<file path="src/pswd_map.svh">
// Register offsets, field positions, keys, oscillator codes and timing figures of the power-save block
`ifndef PSWD_MAP_SVH
`define PSWD_MAP_SVH

// ----------------------------------------
// Register byte addresses
// ----------------------------------------
`define PSWD_ADDR_CLOCK_DIVIDER_CONTROL    4'h0
`define PSWD_ADDR_RSTCTL    4'h4
`define PSWD_ADDR_OSCCTL    4'h8
`define PSWD_ADDR_MODDIS    4'hC

// ----------------------------------------
// Clock divider register fields
// ----------------------------------------
`define PSWD_CD_RECOVER     15
`define PSWD_CD_RATIO_HI    14
`define PSWD_CD_RATIO_LO    12
`define PSWD_CD_DOZE_EN     11
`define PSWD_CD_MASK        16'hF800

// ----------------------------------------
// Reset control register fields
// ----------------------------------------
`define PSWD_RC_REG_STBY    8
`define PSWD_RC_SOFT_EN     5
`define PSWD_RC_WDT_FLAG    4
`define PSWD_RC_WIN_FAULT   3
`define PSWD_RC_IDLE_FLAG   2
`define PSWD_RC_SLEEP_FLAG  1
`define PSWD_RC_MASK        16'h013E

// ----------------------------------------
// Oscillator control register fields
// ----------------------------------------
`define PSWD_OC_NEW_HI      10
`define PSWD_OC_NEW_LO      8
`define PSWD_OC_CUR_HI      14
`define PSWD_OC_CUR_LO      12
`define PSWD_OC_GO          0

// ----------------------------------------
// Configuration word bits
// ----------------------------------------
`define PSWD_CW1_WDT_EN     7
`define PSWD_CW1_PRESCALE   4
`define PSWD_CW1_WINDOW_DISABLE     6
`define PSWD_CW2_CSW_DIS    7

// ----------------------------------------
// Unlock keys, oscillator codes, timing
// ----------------------------------------
`define PSWD_KEY_FIRST      8'h46
`define PSWD_KEY_SECOND     8'h57
`define PSWD_OSC_FRC        3'h0
`define PSWD_OSC_PRIMARY    3'h2
`define PSWD_PRE_LONG       7'h7F
`define PSWD_PRE_SHORT      7'h1F
`define PSWD_LOW_POWER_INTERNAL_RC_HZ        32000
`define PSWD_CLK_HZ         25000000

`endif

</file>
<file path="src/pswd_pkg.sv">
// Types shared by the power-save and watchdog block
package pswd_pkg;
    typedef enum logic [1:0] {
        PSWD_RUN,
        PSWD_IDLE,
        PSWD_SLEEP
    } pswd_mode_t;

    typedef enum logic [1:0] {
        PSWD_UNLOCKED_NONE,
        PSWD_KEY1_SEEN,
        PSWD_OPEN
    } pswd_lock_t;
endpackage

</file>
<file path="src/pswd_top.sv">
// Power-save control and watchdog timer with an AXI4-Lite register slave
// Function
// - Power-save operand 1 enters Idle, 0 Sleep
// - Idle-stop bit set halts peripheral in Idle
// - Enabled interrupt or reset ends Sleep/Idle
// - Watchdog wake restores previous clock source
// - Other wakes run fast RC until primary ready
// - Doze enable bit 11 slows CPU clock
// - Ratio bits 14:12 select 1:1 to 1:128
// - Recover bit 15: interrupt cancels doze
// - Module disable gates clocks, hides registers
// - Switch-disable config bit ignores clock switches
// - Regulator standby bit 8 retains RAM only
// - Config bit 7 enables the watchdog
// - Four-bit postscaler selects timeout period
// - Watchdog enable forces low-power RC on
// - Timeout in Sleep/Idle wakes without reset
// - Soft enable bit 5 starts watchdog
// - Clear instruction, Sleep, new frequency clear counter
// - Prescale bit 4 selects 1:128 or 1:32
// - Window-disable clear makes watchdog windowed
// - Software or fail-safe clock switch clears watchdog counter
// - Timeout sets flag bit 4
// - Switch done when current equals new
`timescale 1ns/1ps
`default_nettype none
`include "pswd_map.svh"

module pswd_top #(
    parameter int NPERIPH = 8,
    parameter int LOW_POWER_INTERNAL_RC_DIV = `PSWD_CLK_HZ / `PSWD_LOW_POWER_INTERNAL_RC_HZ
) (
    // Clock and reset
    input wire logic mclk,
    input wire logic rst,
    // AXI4-Lite slave
    input wire logic [3:0] s_axi_awaddr,
    input wire logic s_axi_awvalid,
    output logic s_axi_awready,
    input wire logic [31:0] s_axi_wdata,
    input wire logic [3:0] s_axi_wstrb,
    input wire logic s_axi_wvalid,
    output logic s_axi_wready,
    output logic [1:0] s_axi_bresp,
    output logic s_axi_bvalid,
    input wire logic s_axi_bready,
    input wire logic [3:0] s_axi_araddr,
    input wire logic s_axi_arvalid,
    output logic s_axi_arready,
    output logic [31:0] s_axi_rdata,
    output logic [1:0] s_axi_rresp,
    output logic s_axi_rvalid,
    input wire logic s_axi_rready,
    // CPU events
    input wire logic power_save_instruction,
    input wire logic power_save_operand,
    input wire logic watchdog_clear_instruction,
    input wire logic irq_pending,
    input wire logic fail_safe_monitor,
    input wire logic primary_ready,
    // Configuration words
    input wire logic [15:0] config_word_one,
    input wire logic [15:0] config_word_two,
    // Peripheral control
    input wire logic [NPERIPH-1:0] peripheral_idle_stop,
    // Status and clock control outputs
    output logic [1:0] cpu_mode,
    output logic cpu_clk_en,
    output logic [NPERIPH-1:0] periph_clk_en,
    output logic [NPERIPH-1:0] periph_visible,
    output logic [2:0] current_oscillator,
    output logic low_power_internal_rc,
    output logic regulator_standby,
    output logic device_reset_req
);

    // ----------------------------------------
    // State
    // ----------------------------------------
    logic [15:0] clock_divider_register_q;
    logic [15:0] reset_control_register_q;
    logic [NPERIPH-1:0] module_disable_q;
    logic [2:0] new_oscillator_select_q;
    logic oscillator_switch_go_q;
    logic [2:0] cur_osc_q;
    logic [2:0] saved_osc_q;
    pswd_pkg::pswd_mode_t mode_q;
    pswd_pkg::pswd_lock_t lock_q;
    logic [6:0] doze_cnt_q;
    logic [15:0] low_power_internal_rc_cnt_q;
    logic [6:0] pre_cnt_q;
    logic [17:0] post_cnt_q;
    logic rst_req_q;
    logic wr_fire, rd_fire, wdt_on, low_power_internal_rc_tick, pre_tick, timeout, early_clear;
    logic osc_switch, wdt_clear, wake_irq, aw_held, w_held;
    logic [3:0] aw_q;
    logic [31:0] w_q;
    logic [3:0] ws_q;
    logic [17:0] post_limit;

    // ----------------------------------------
    // AXI4-Lite write path
    // ----------------------------------------
    // Address and data accepted in either order, response after both
    assign s_axi_awready = !aw_held && !s_axi_bvalid;
    assign s_axi_wready = !w_held && !s_axi_bvalid;
    assign wr_fire = aw_held && w_held && !s_axi_bvalid;
    assign s_axi_bresp = 2'h0;

    always_ff @(posedge mclk) begin
        if (rst) begin
            aw_held <= 1'b0;
            w_held <= 1'b0;
            s_axi_bvalid <= 1'b0;
            aw_q <= 4'h0;
            w_q <= 32'h0;
            ws_q <= 4'h0;
        end else begin
            if (s_axi_awvalid && s_axi_awready) begin
                aw_held <= 1'b1;
                aw_q <= s_axi_awaddr;
            end
            if (s_axi_wvalid && s_axi_wready) begin
                w_held <= 1'b1;
                w_q <= s_axi_wdata;
                ws_q <= s_axi_wstrb;
            end
            if (wr_fire) begin
                aw_held <= 1'b0;
                w_held <= 1'b0;
                s_axi_bvalid <= 1'b1;
            end else if (s_axi_bready) begin
                s_axi_bvalid <= 1'b0;
            end
        end
    end

    // ----------------------------------------
    // AXI4-Lite read path
    // ----------------------------------------
    assign s_axi_arready = !s_axi_rvalid;
    assign rd_fire = s_axi_arvalid && s_axi_arready;
    assign s_axi_rresp = 2'h0;

    always_ff @(posedge mclk) begin
        if (rst) begin
            s_axi_rvalid <= 1'b0;
            s_axi_rdata <= 32'h0;
        end else if (rd_fire) begin
            s_axi_rvalid <= 1'b1;
            case (s_axi_araddr)
                `PSWD_ADDR_CLOCK_DIVIDER_CONTROL: s_axi_rdata <= {16'h0, clock_divider_register_q};
                `PSWD_ADDR_RSTCTL: s_axi_rdata <= {16'h0, reset_control_register_q};
                `PSWD_ADDR_OSCCTL: s_axi_rdata <= {17'h0, cur_osc_q, 1'b0,
                    new_oscillator_select_q, 7'h0, oscillator_switch_go_q};
                `PSWD_ADDR_MODDIS: s_axi_rdata <= 32'(module_disable_q);
                default: s_axi_rdata <= 32'h0;
            endcase
        end else if (s_axi_rready) begin
            s_axi_rvalid <= 1'b0;
        end
    end

    // ----------------------------------------
    // Oscillator control unlock
    // ----------------------------------------
    // Two keys to the low byte open the register for the next write only
    always_ff @(posedge mclk) begin
        if (rst) begin
            lock_q <= pswd_pkg::PSWD_UNLOCKED_NONE;
        end else if (wr_fire && aw_q == `PSWD_ADDR_OSCCTL) begin
            case (lock_q)
                pswd_pkg::PSWD_UNLOCKED_NONE:
                    lock_q <= (w_q[7:0] == `PSWD_KEY_FIRST) ? pswd_pkg::PSWD_KEY1_SEEN
                        : pswd_pkg::PSWD_UNLOCKED_NONE;
                pswd_pkg::PSWD_KEY1_SEEN:
                    lock_q <= (w_q[7:0] == `PSWD_KEY_SECOND) ? pswd_pkg::PSWD_OPEN
                        : pswd_pkg::PSWD_UNLOCKED_NONE;
                default: lock_q <= pswd_pkg::PSWD_UNLOCKED_NONE;
            endcase
        end else if (wr_fire) begin
            lock_q <= pswd_pkg::PSWD_UNLOCKED_NONE;
        end
    end

    // ----------------------------------------
    // Clock switching
    // ----------------------------------------
    assign osc_switch = oscillator_switch_go_q && (new_oscillator_select_q != cur_osc_q);

    always_ff @(posedge mclk) begin
        if (rst) begin
            new_oscillator_select_q <= `PSWD_OSC_FRC;
            oscillator_switch_go_q <= 1'b0;
            cur_osc_q <= `PSWD_OSC_FRC;
        end else begin
            if (wr_fire && aw_q == `PSWD_ADDR_OSCCTL && lock_q == pswd_pkg::PSWD_OPEN
                && !config_word_two[`PSWD_CW2_CSW_DIS]) begin
                if (ws_q[1]) begin
                    new_oscillator_select_q <= w_q[`PSWD_OC_NEW_HI:`PSWD_OC_NEW_LO];
                end
                if (ws_q[0]) begin
                    oscillator_switch_go_q <= w_q[`PSWD_OC_GO];
                end
            end else if (osc_switch) begin
                cur_osc_q <= new_oscillator_select_q;
                oscillator_switch_go_q <= 1'b0;
            end else if (oscillator_switch_go_q) begin
                oscillator_switch_go_q <= 1'b0;
            end
            if (fail_safe_monitor) begin
                cur_osc_q <= `PSWD_OSC_FRC;
            end else if (wake_irq && mode_q != pswd_pkg::PSWD_RUN && !timeout) begin
                cur_osc_q <= primary_ready ? saved_osc_q : `PSWD_OSC_FRC;
            end else if (timeout && mode_q != pswd_pkg::PSWD_RUN) begin
                cur_osc_q <= saved_osc_q;
            end else if (cur_osc_q == `PSWD_OSC_FRC && saved_osc_q == `PSWD_OSC_PRIMARY
                && primary_ready && mode_q == pswd_pkg::PSWD_RUN) begin
                cur_osc_q <= saved_osc_q;
            end
        end
    end
    assign current_oscillator = cur_osc_q;

    // ----------------------------------------
    // Power modes
    // ----------------------------------------
    assign wake_irq = irq_pending;

    always_ff @(posedge mclk) begin
        if (rst) begin
            mode_q <= pswd_pkg::PSWD_RUN;
            saved_osc_q <= `PSWD_OSC_FRC;
        end else begin
            case (mode_q)
                pswd_pkg::PSWD_RUN: begin
                    if (power_save_instruction) begin
                        mode_q <= power_save_operand ? pswd_pkg::PSWD_IDLE
                            : pswd_pkg::PSWD_SLEEP;
                        saved_osc_q <= cur_osc_q;
                    end
                end
                pswd_pkg::PSWD_IDLE, pswd_pkg::PSWD_SLEEP: begin
                    if (wake_irq || timeout) begin
                        mode_q <= pswd_pkg::PSWD_RUN;
                    end
                end
                default: mode_q <= pswd_pkg::PSWD_RUN;
            endcase
        end
    end
    assign cpu_mode = mode_q;

    // ----------------------------------------
    // Software registers
    // ----------------------------------------
    always_ff @(posedge mclk) begin
        if (rst) begin
            clock_divider_register_q <= 16'h0;
            module_disable_q <= '0;
        end else begin
            if (wr_fire && aw_q == `PSWD_ADDR_CLOCK_DIVIDER_CONTROL) begin
                clock_divider_register_q <= w_q[15:0] & `PSWD_CD_MASK;
            end else if (wake_irq && clock_divider_register_q[`PSWD_CD_RECOVER]) begin
                clock_divider_register_q[`PSWD_CD_DOZE_EN] <= 1'b0;
            end
            if (wr_fire && aw_q == `PSWD_ADDR_MODDIS) begin
                module_disable_q <= w_q[NPERIPH-1:0];
            end
        end
    end

    // Reset control: timeout flag set wins over a software clear
    always_ff @(posedge mclk) begin
        if (rst) begin
            reset_control_register_q <= 16'h0;
        end else begin
            if (wr_fire && aw_q == `PSWD_ADDR_RSTCTL) begin
                reset_control_register_q <= w_q[15:0] & `PSWD_RC_MASK;
            end
            if (timeout) begin
                reset_control_register_q[`PSWD_RC_WDT_FLAG] <= 1'b1;
            end
            if (early_clear) begin
                reset_control_register_q[`PSWD_RC_WIN_FAULT] <= 1'b1;
            end
            if (power_save_instruction && mode_q == pswd_pkg::PSWD_RUN) begin
                reset_control_register_q[`PSWD_RC_IDLE_FLAG] <= power_save_operand;
                reset_control_register_q[`PSWD_RC_SLEEP_FLAG] <= !power_save_operand;
            end
        end
    end
    assign regulator_standby = reset_control_register_q[`PSWD_RC_REG_STBY]
        && mode_q == pswd_pkg::PSWD_SLEEP;

    // ----------------------------------------
    // Doze and clock gating
    // ----------------------------------------
    always_ff @(posedge mclk) begin
        if (rst) begin
            doze_cnt_q <= 7'h0;
        end else begin
            doze_cnt_q <= doze_cnt_q + 7'h1;
        end
    end

    // Ratio n gives one CPU enable every 2**n clocks
    always_comb begin
        logic [6:0] m;
        m = 7'(({7'h0, 1'b1} << clock_divider_register_q[`PSWD_CD_RATIO_HI:`PSWD_CD_RATIO_LO])
            - 8'h1);
        if (mode_q != pswd_pkg::PSWD_RUN) begin
            cpu_clk_en = 1'b0;
        end else if (clock_divider_register_q[`PSWD_CD_DOZE_EN]) begin
            cpu_clk_en = (doze_cnt_q & m) == 7'h0;
        end else begin
            cpu_clk_en = 1'b1;
        end
    end

    // Per-peripheral gates
    always_comb begin
        for (int i = 0; i < NPERIPH; i++) begin
            periph_clk_en[i] = !module_disable_q[i] && mode_q != pswd_pkg::PSWD_SLEEP
                && !(mode_q == pswd_pkg::PSWD_IDLE && peripheral_idle_stop[i]);
            periph_visible[i] = !module_disable_q[i];
        end
    end

    // ----------------------------------------
    // Watchdog
    // ----------------------------------------
    assign wdt_on = config_word_one[`PSWD_CW1_WDT_EN]
        || reset_control_register_q[`PSWD_RC_SOFT_EN];
    assign low_power_internal_rc = wdt_on;
    assign wdt_clear = watchdog_clear_instruction
        || (power_save_instruction && mode_q == pswd_pkg::PSWD_RUN)
        || osc_switch || fail_safe_monitor;
    assign low_power_internal_rc_tick = low_power_internal_rc_cnt_q == 16'(LOW_POWER_INTERNAL_RC_DIV - 1);
    assign pre_tick = low_power_internal_rc_tick && pre_cnt_q == (config_word_one[`PSWD_CW1_PRESCALE]
        ? `PSWD_PRE_LONG : `PSWD_PRE_SHORT);
    assign post_limit = 18'h1 << config_word_one[3:0];
    assign timeout = wdt_on && pre_tick && post_cnt_q == post_limit - 18'h1;
    assign early_clear = wdt_on && watchdog_clear_instruction
        && !config_word_one[`PSWD_CW1_WINDOW_DISABLE]
        && post_cnt_q < (post_limit - (post_limit >> 2));

    always_ff @(posedge mclk) begin
        if (rst || !wdt_on || wdt_clear) begin
            low_power_internal_rc_cnt_q <= 16'h0;
            pre_cnt_q <= 7'h0;
            post_cnt_q <= 18'h0;
        end else begin
            low_power_internal_rc_cnt_q <= low_power_internal_rc_tick ? 16'h0 : low_power_internal_rc_cnt_q + 16'h1;
            if (low_power_internal_rc_tick) begin
                pre_cnt_q <= pre_tick ? 7'h0 : pre_cnt_q + 7'h1;
            end
            if (pre_tick) begin
                post_cnt_q <= timeout ? 18'h0 : post_cnt_q + 18'h1;
            end
        end
    end

    // Device reset request on running timeout or early clear
    always_ff @(posedge mclk) begin
        if (rst) begin
            rst_req_q <= 1'b0;
        end else begin
            rst_req_q <= (timeout && mode_q == pswd_pkg::PSWD_RUN) || early_clear;
        end
    end
    assign device_reset_req = rst_req_q;

endmodule
`default_nettype wire

</file>
<file path="config.mk">
export PLATFORM = sky130hd
export DESIGN_NAME = pswd_top
export DESIGN_NICKNAME = d
export VERILOG_FILES = /design/src/pswd_pkg.sv /design/src/pswd_top.sv
export VERILOG_INCLUDE_DIRS = /design/src
export SDC_FILE = /design/constraint.sdc
export NUM_CORES = 1
export LEC_CHECK = 0
export CAP_MARGIN = 20
export CORE_MARGIN = 5
export CORE_UTILIZATION = 60
export CTS_CLUSTER_SIZE = 25
export DETAILED_ROUTE_END_ITERATION = 8
export DONT_BUFFER_PORTS = 1
export PLACE_DENSITY = 0.83
export SLEW_MARGIN = 20
export SYNTH_ARGS = -nofsm -noshare
export SYNTH_HDL_FRONTEND = slang
export SYNTH_SLANG_ARGS = --single-unit
</file>
<file path="constraint.sdc">
create_clock -name mclk -period 5.63 [get_ports mclk]
set_clock_uncertainty 0.05 [all_clocks]
set_input_delay 0.8445 -clock mclk [delete_from_list [all_inputs] [get_ports mclk]]
set_output_delay 0.8445 -clock mclk [all_outputs]
set_load 0.05 [all_outputs]
</file>
==> metrics.md <==
| Metric | Value |
|---|---|
| # setup viols final | 0 |
| CP max-delay cell | a2111oi_0 |
| Critical path fanouts, max | 37 |
| Via density per instance | 5.998 |
| Routed wire per std cell | 16.55 um |
| Status | finished clean |
| Reg area | 2482 um2 |
| Clk slew on worst S/H paths | 50 ps |
| Highest metal used | met4 |
| Root Buffer | clkbuf_16 |
| H-Tree Depth | 4 |
| Max cap viols | 0 |
| Area of the multi-input gates | 4447 um2 |
| DRC viols | 0 |
| Layout cell share with drive strength beyond 1 | 6.020% |
| Top cell type's share of synthesized area | 34.01% |
| Worst-path cell chain | or4b_1 -> inv_1 -> ha_1 -> inv_1 -> fa_1 -> a21o_1 -> a21oi_1 -> o21bai_1 -> a211o_1 -> a2111oi_0 -> o31ai_1 -> a21oi_1 -> xor2_1 -> ha_1 -> a21o_1 -> a21o_1 -> a221oi_1 -> o221ai_1 -> a21oi_1 |
| Synth Area in Compound Gates | between 10% and 20% |
| DR WL met2 | 8449 um |
| Wirelength, routed | ~17000 um |
| CTS Sinks | 124 |
| Worst reg2reg path depth | 9 |
| Commonest non-fill, non-tap cell in the layout | dfxtp_1 |
| Finished Core Util | about 66% |
| Crit-path leading delay family | compound AO/OA/AOI/OAI gates |
| Synth Area in Simple Gates | 24.91% |
| Worst setup path class | primary input to flip-flop |
| Overflow after GRT | 0 |
| Hold buffers post-CTS | 0 |
| Post-detail-place hpwl | 12070 um |
| RSZ-0062 raised after global routing | false |
| Least-Margin Pin Slew | 1058 ps |
| Initial core utilization | 61.03% |
| WP data required | 5920 ps |
| VDD IR max | 283.1 uV |
| Post-synth ARST share | 0% |
| Num rows | 40 |
| Min Tclk post-route | 5007 ps |
| Die W | 120.3 um |
| Largest area contributor in the netlist | dfxtp_1 |
| Synth Register Bits | 124 |
| CTS tree | yes |
| Lkg Pwr | 3.074 nW |
| Initial antenna violation count | 0 |
| Fmax | 199.7 MHz |
| Final hold violations | 0 |
| Setup TNS | 0 ps |
| CP max stage delay | ~620 ps |
| Die area | 14470 um2 |
| Setup bufs post-CTS | 0 |
| CP Buf/Inv Count | 2 |
| ANT nets after route | 0 |
| Origin of the critical flop-to-flop path | low_power_internal_rc_cnt_q[1]$_SDFF_PP0_ |
| Post-synthesis cell count | 905 |
| Sequential-to-total area share from yosys stat | 34.01% |
| Number of DRC markers in iteration 0 | 492 |
| RD Place Congestion | 0.8240 |
| Synthesized-area fraction occupied by adder cells | a little under 7% |
| Routed length on met3 | 1304 um |
| DIE HEIGHT | 120.3 um |
| Synth Cell Area | 7300 um2 |
| Slew margin rel. | between 20% and 30% |
| ANT cells | 0 |
| CTS Buf Count | 17 |
| Drt first pass iters | 7 |
| Synth unique cells | 69 |
| IO buf count | 0 |
| Max-slew violations | 0 |
| Syn Area/Cell | 8.066 um2 |
| Post-CTS sizing | 0 |
| Design Power | 2.282 mW |
| Hold_sp | w_q[9]$_SDFFE_PP0P_ |
| First-pass GRT wire length | 28010 um |
| Final period util | 88.94% |
| Final instance area | approximately 7900 um2 |
| Met1 Wirelength | 7244 um |
| Core area | 11960 um2 |
| Vias | approximately 6300 |
| Worst Setup Start Kind | primary input |
| Min-delay worst type | flip-flop to flip-flop |
| Synth warn | 0 |
| Area Growth Syn to Fin | 7.902% |
| Vias in the first global route | 5832 |
| Worst Hold Depth | 2 |
| Post-synth EDFFs | 0 |
| Critical Path AT | 5300 ps |
| Cell Pwr Density | roughly 290 nW/um2 |
| Max clock buf depth | 2 |
| Non-Filler Instances | between 1000 and 1500 |
| DP Area | approximately 7300 um2 |
| Most used DFF post-synth | dfxtp_1 |
| Largest cells by area after synthesis | dfxtp_1, ha_1, nor2_1 |
| Leading cell types in the layout, fill and taps excluded | dfxtp_1, nor2_1, nand2_1 |
| Crit end category | flip-flop |
| Final net count | 1021 |
| Fill cells | 973 |
| Largest net degree at the start of global routing | 78 |
| Clk_lat worst skew | 410 ps |
| Top Ports | ~160 |
| Critical Path Stages | 19 |
| # placed instances | 1013 |
| Post-synthesis mux area share | 5.159% |
| XOR/XNOR Fraction of Synth Area | 6.239% |
| WHS Endpoint | w_q[9]$_SDFFE_PP0P_ |
| Main combinational cell family by area after synthesis | simple AND/OR/NAND/NOR gates |
| Global router's overall resource usage | 23.64% |
| Critical R2R Capture | post_cnt_q[3]$_SDFFE_PP0P_ |
| R2R Setup Slk | 2300 ps |
-- per-layer routing --
metal | up-vias | GRT usage (%)
li1 | 3104 | -
met1 | 2939 | 29.57
met2 | 192 | 39.59
met3 | 27 | 6.314
met4 | 0 | 7.932
met5 | - | 0
-- state kept, by name (all words and copies together) (netlist names) --
signal	flops
aw_held	1
aw_q	4
clock_divider_register_q	5
cpu_mode	2
current_oscillator	3
device_reset_req	1
doze_cnt_q	7
lock_q	2
low_power_internal_rc_cnt_q	16
module_disable_q	8
new_oscillator_select_q	3
oscillator_switch_go_q	1
post_cnt_q	18
pre_cnt_q	7
reset_control_register_q	6
s_axi_bvalid	1
s_axi_rdata	16
s_axi_rvalid	1
saved_osc_q	3
w_held	1
w_q	16
ws_q	2
-- tightest hold or removal path, stage by stage (launching register included) --
cell and delay, ps:
dfxtp_1 300, nand2_1 50, a21oi_1 50
-- kinds of logic after synthesis --
| kind of cell | Yosys count |
|---|---|
| DFF | 124 |
| other | 1 |
| and+or+nand+nor | 365 |
| AOI/OAI and AO/OA | 183 |
| buffers and inverters | 104 |
| muxes | 37 |
| adders and majority gates | 39 |
| xor gates and xnor gates | 52 |
-- cell usage after synthesis (13+ instances only) --
cell type,n
xor2_1,29
nand4_1,14
mux2i_1,32
a211oi_1,13
clkbuf_1,22
inv_1,45
nand3_1,32
nand2_1,93
nor3_1,20
buf_4,21
dfxtp_1,124
ha_1,38
a21oi_1,68
o21ai_0,24
xnor2_1,23
nor2_1,109
-- worst max-delay path by stage --
stage	startpoint	endpoint	slack [ps]
detailed placement	config_word_one[3]	reset_control_register_q[3]$_SDFFE_PP0P_	340
finish	config_word_one[3]	device_reset_req$_SDFF_PP0_	620
CTS	config_word_one[3]	reset_control_register_q[3]$_SDFFE_PP0P_	730
global placement	config_word_one[3]	device_reset_req$_SDFF_PP0_	420
global route	config_word_one[3]	reset_control_register_q[3]$_SDFFE_PP0P_	400
floorplan	config_word_one[2]	device_reset_req$_SDFF_PP0_	490
-- report_power, final --
group / internal (mW) / total (mW) / switching [mW]
combinational: 0.0944 / 0.287 / 0.192
clock: 0.682 / 1.07 / 0.386
sequential: 0.898 / 0.927 / 0.0287
total: 1.67 / 2.28 / 0.607
-- stage by stage --
| step | hold WS, ps | setup WS, ps |
|---|---|---|
| final | 401.9 | 622.9 |
| after global routing | 413.4 | 403.0 |
| after floorplan | 380.0 | 491.3 |
| after detailed placement | 391.9 | 342.0 |
| after global placement | 387.6 | 415.5 |
| after CTS | 399.4 | 727.7 |
-- cell type report --
cell class	instances	share of cell area, %
clock buffers	21	5.973
repair buffers	1	0.09531
multi-input cells	696	56.46
flip-flops and latches	124	31.52
clock inverters	10	1.477
well taps	147	2.335
inverters	45	2.145
(Power assumes the default switching activity.)
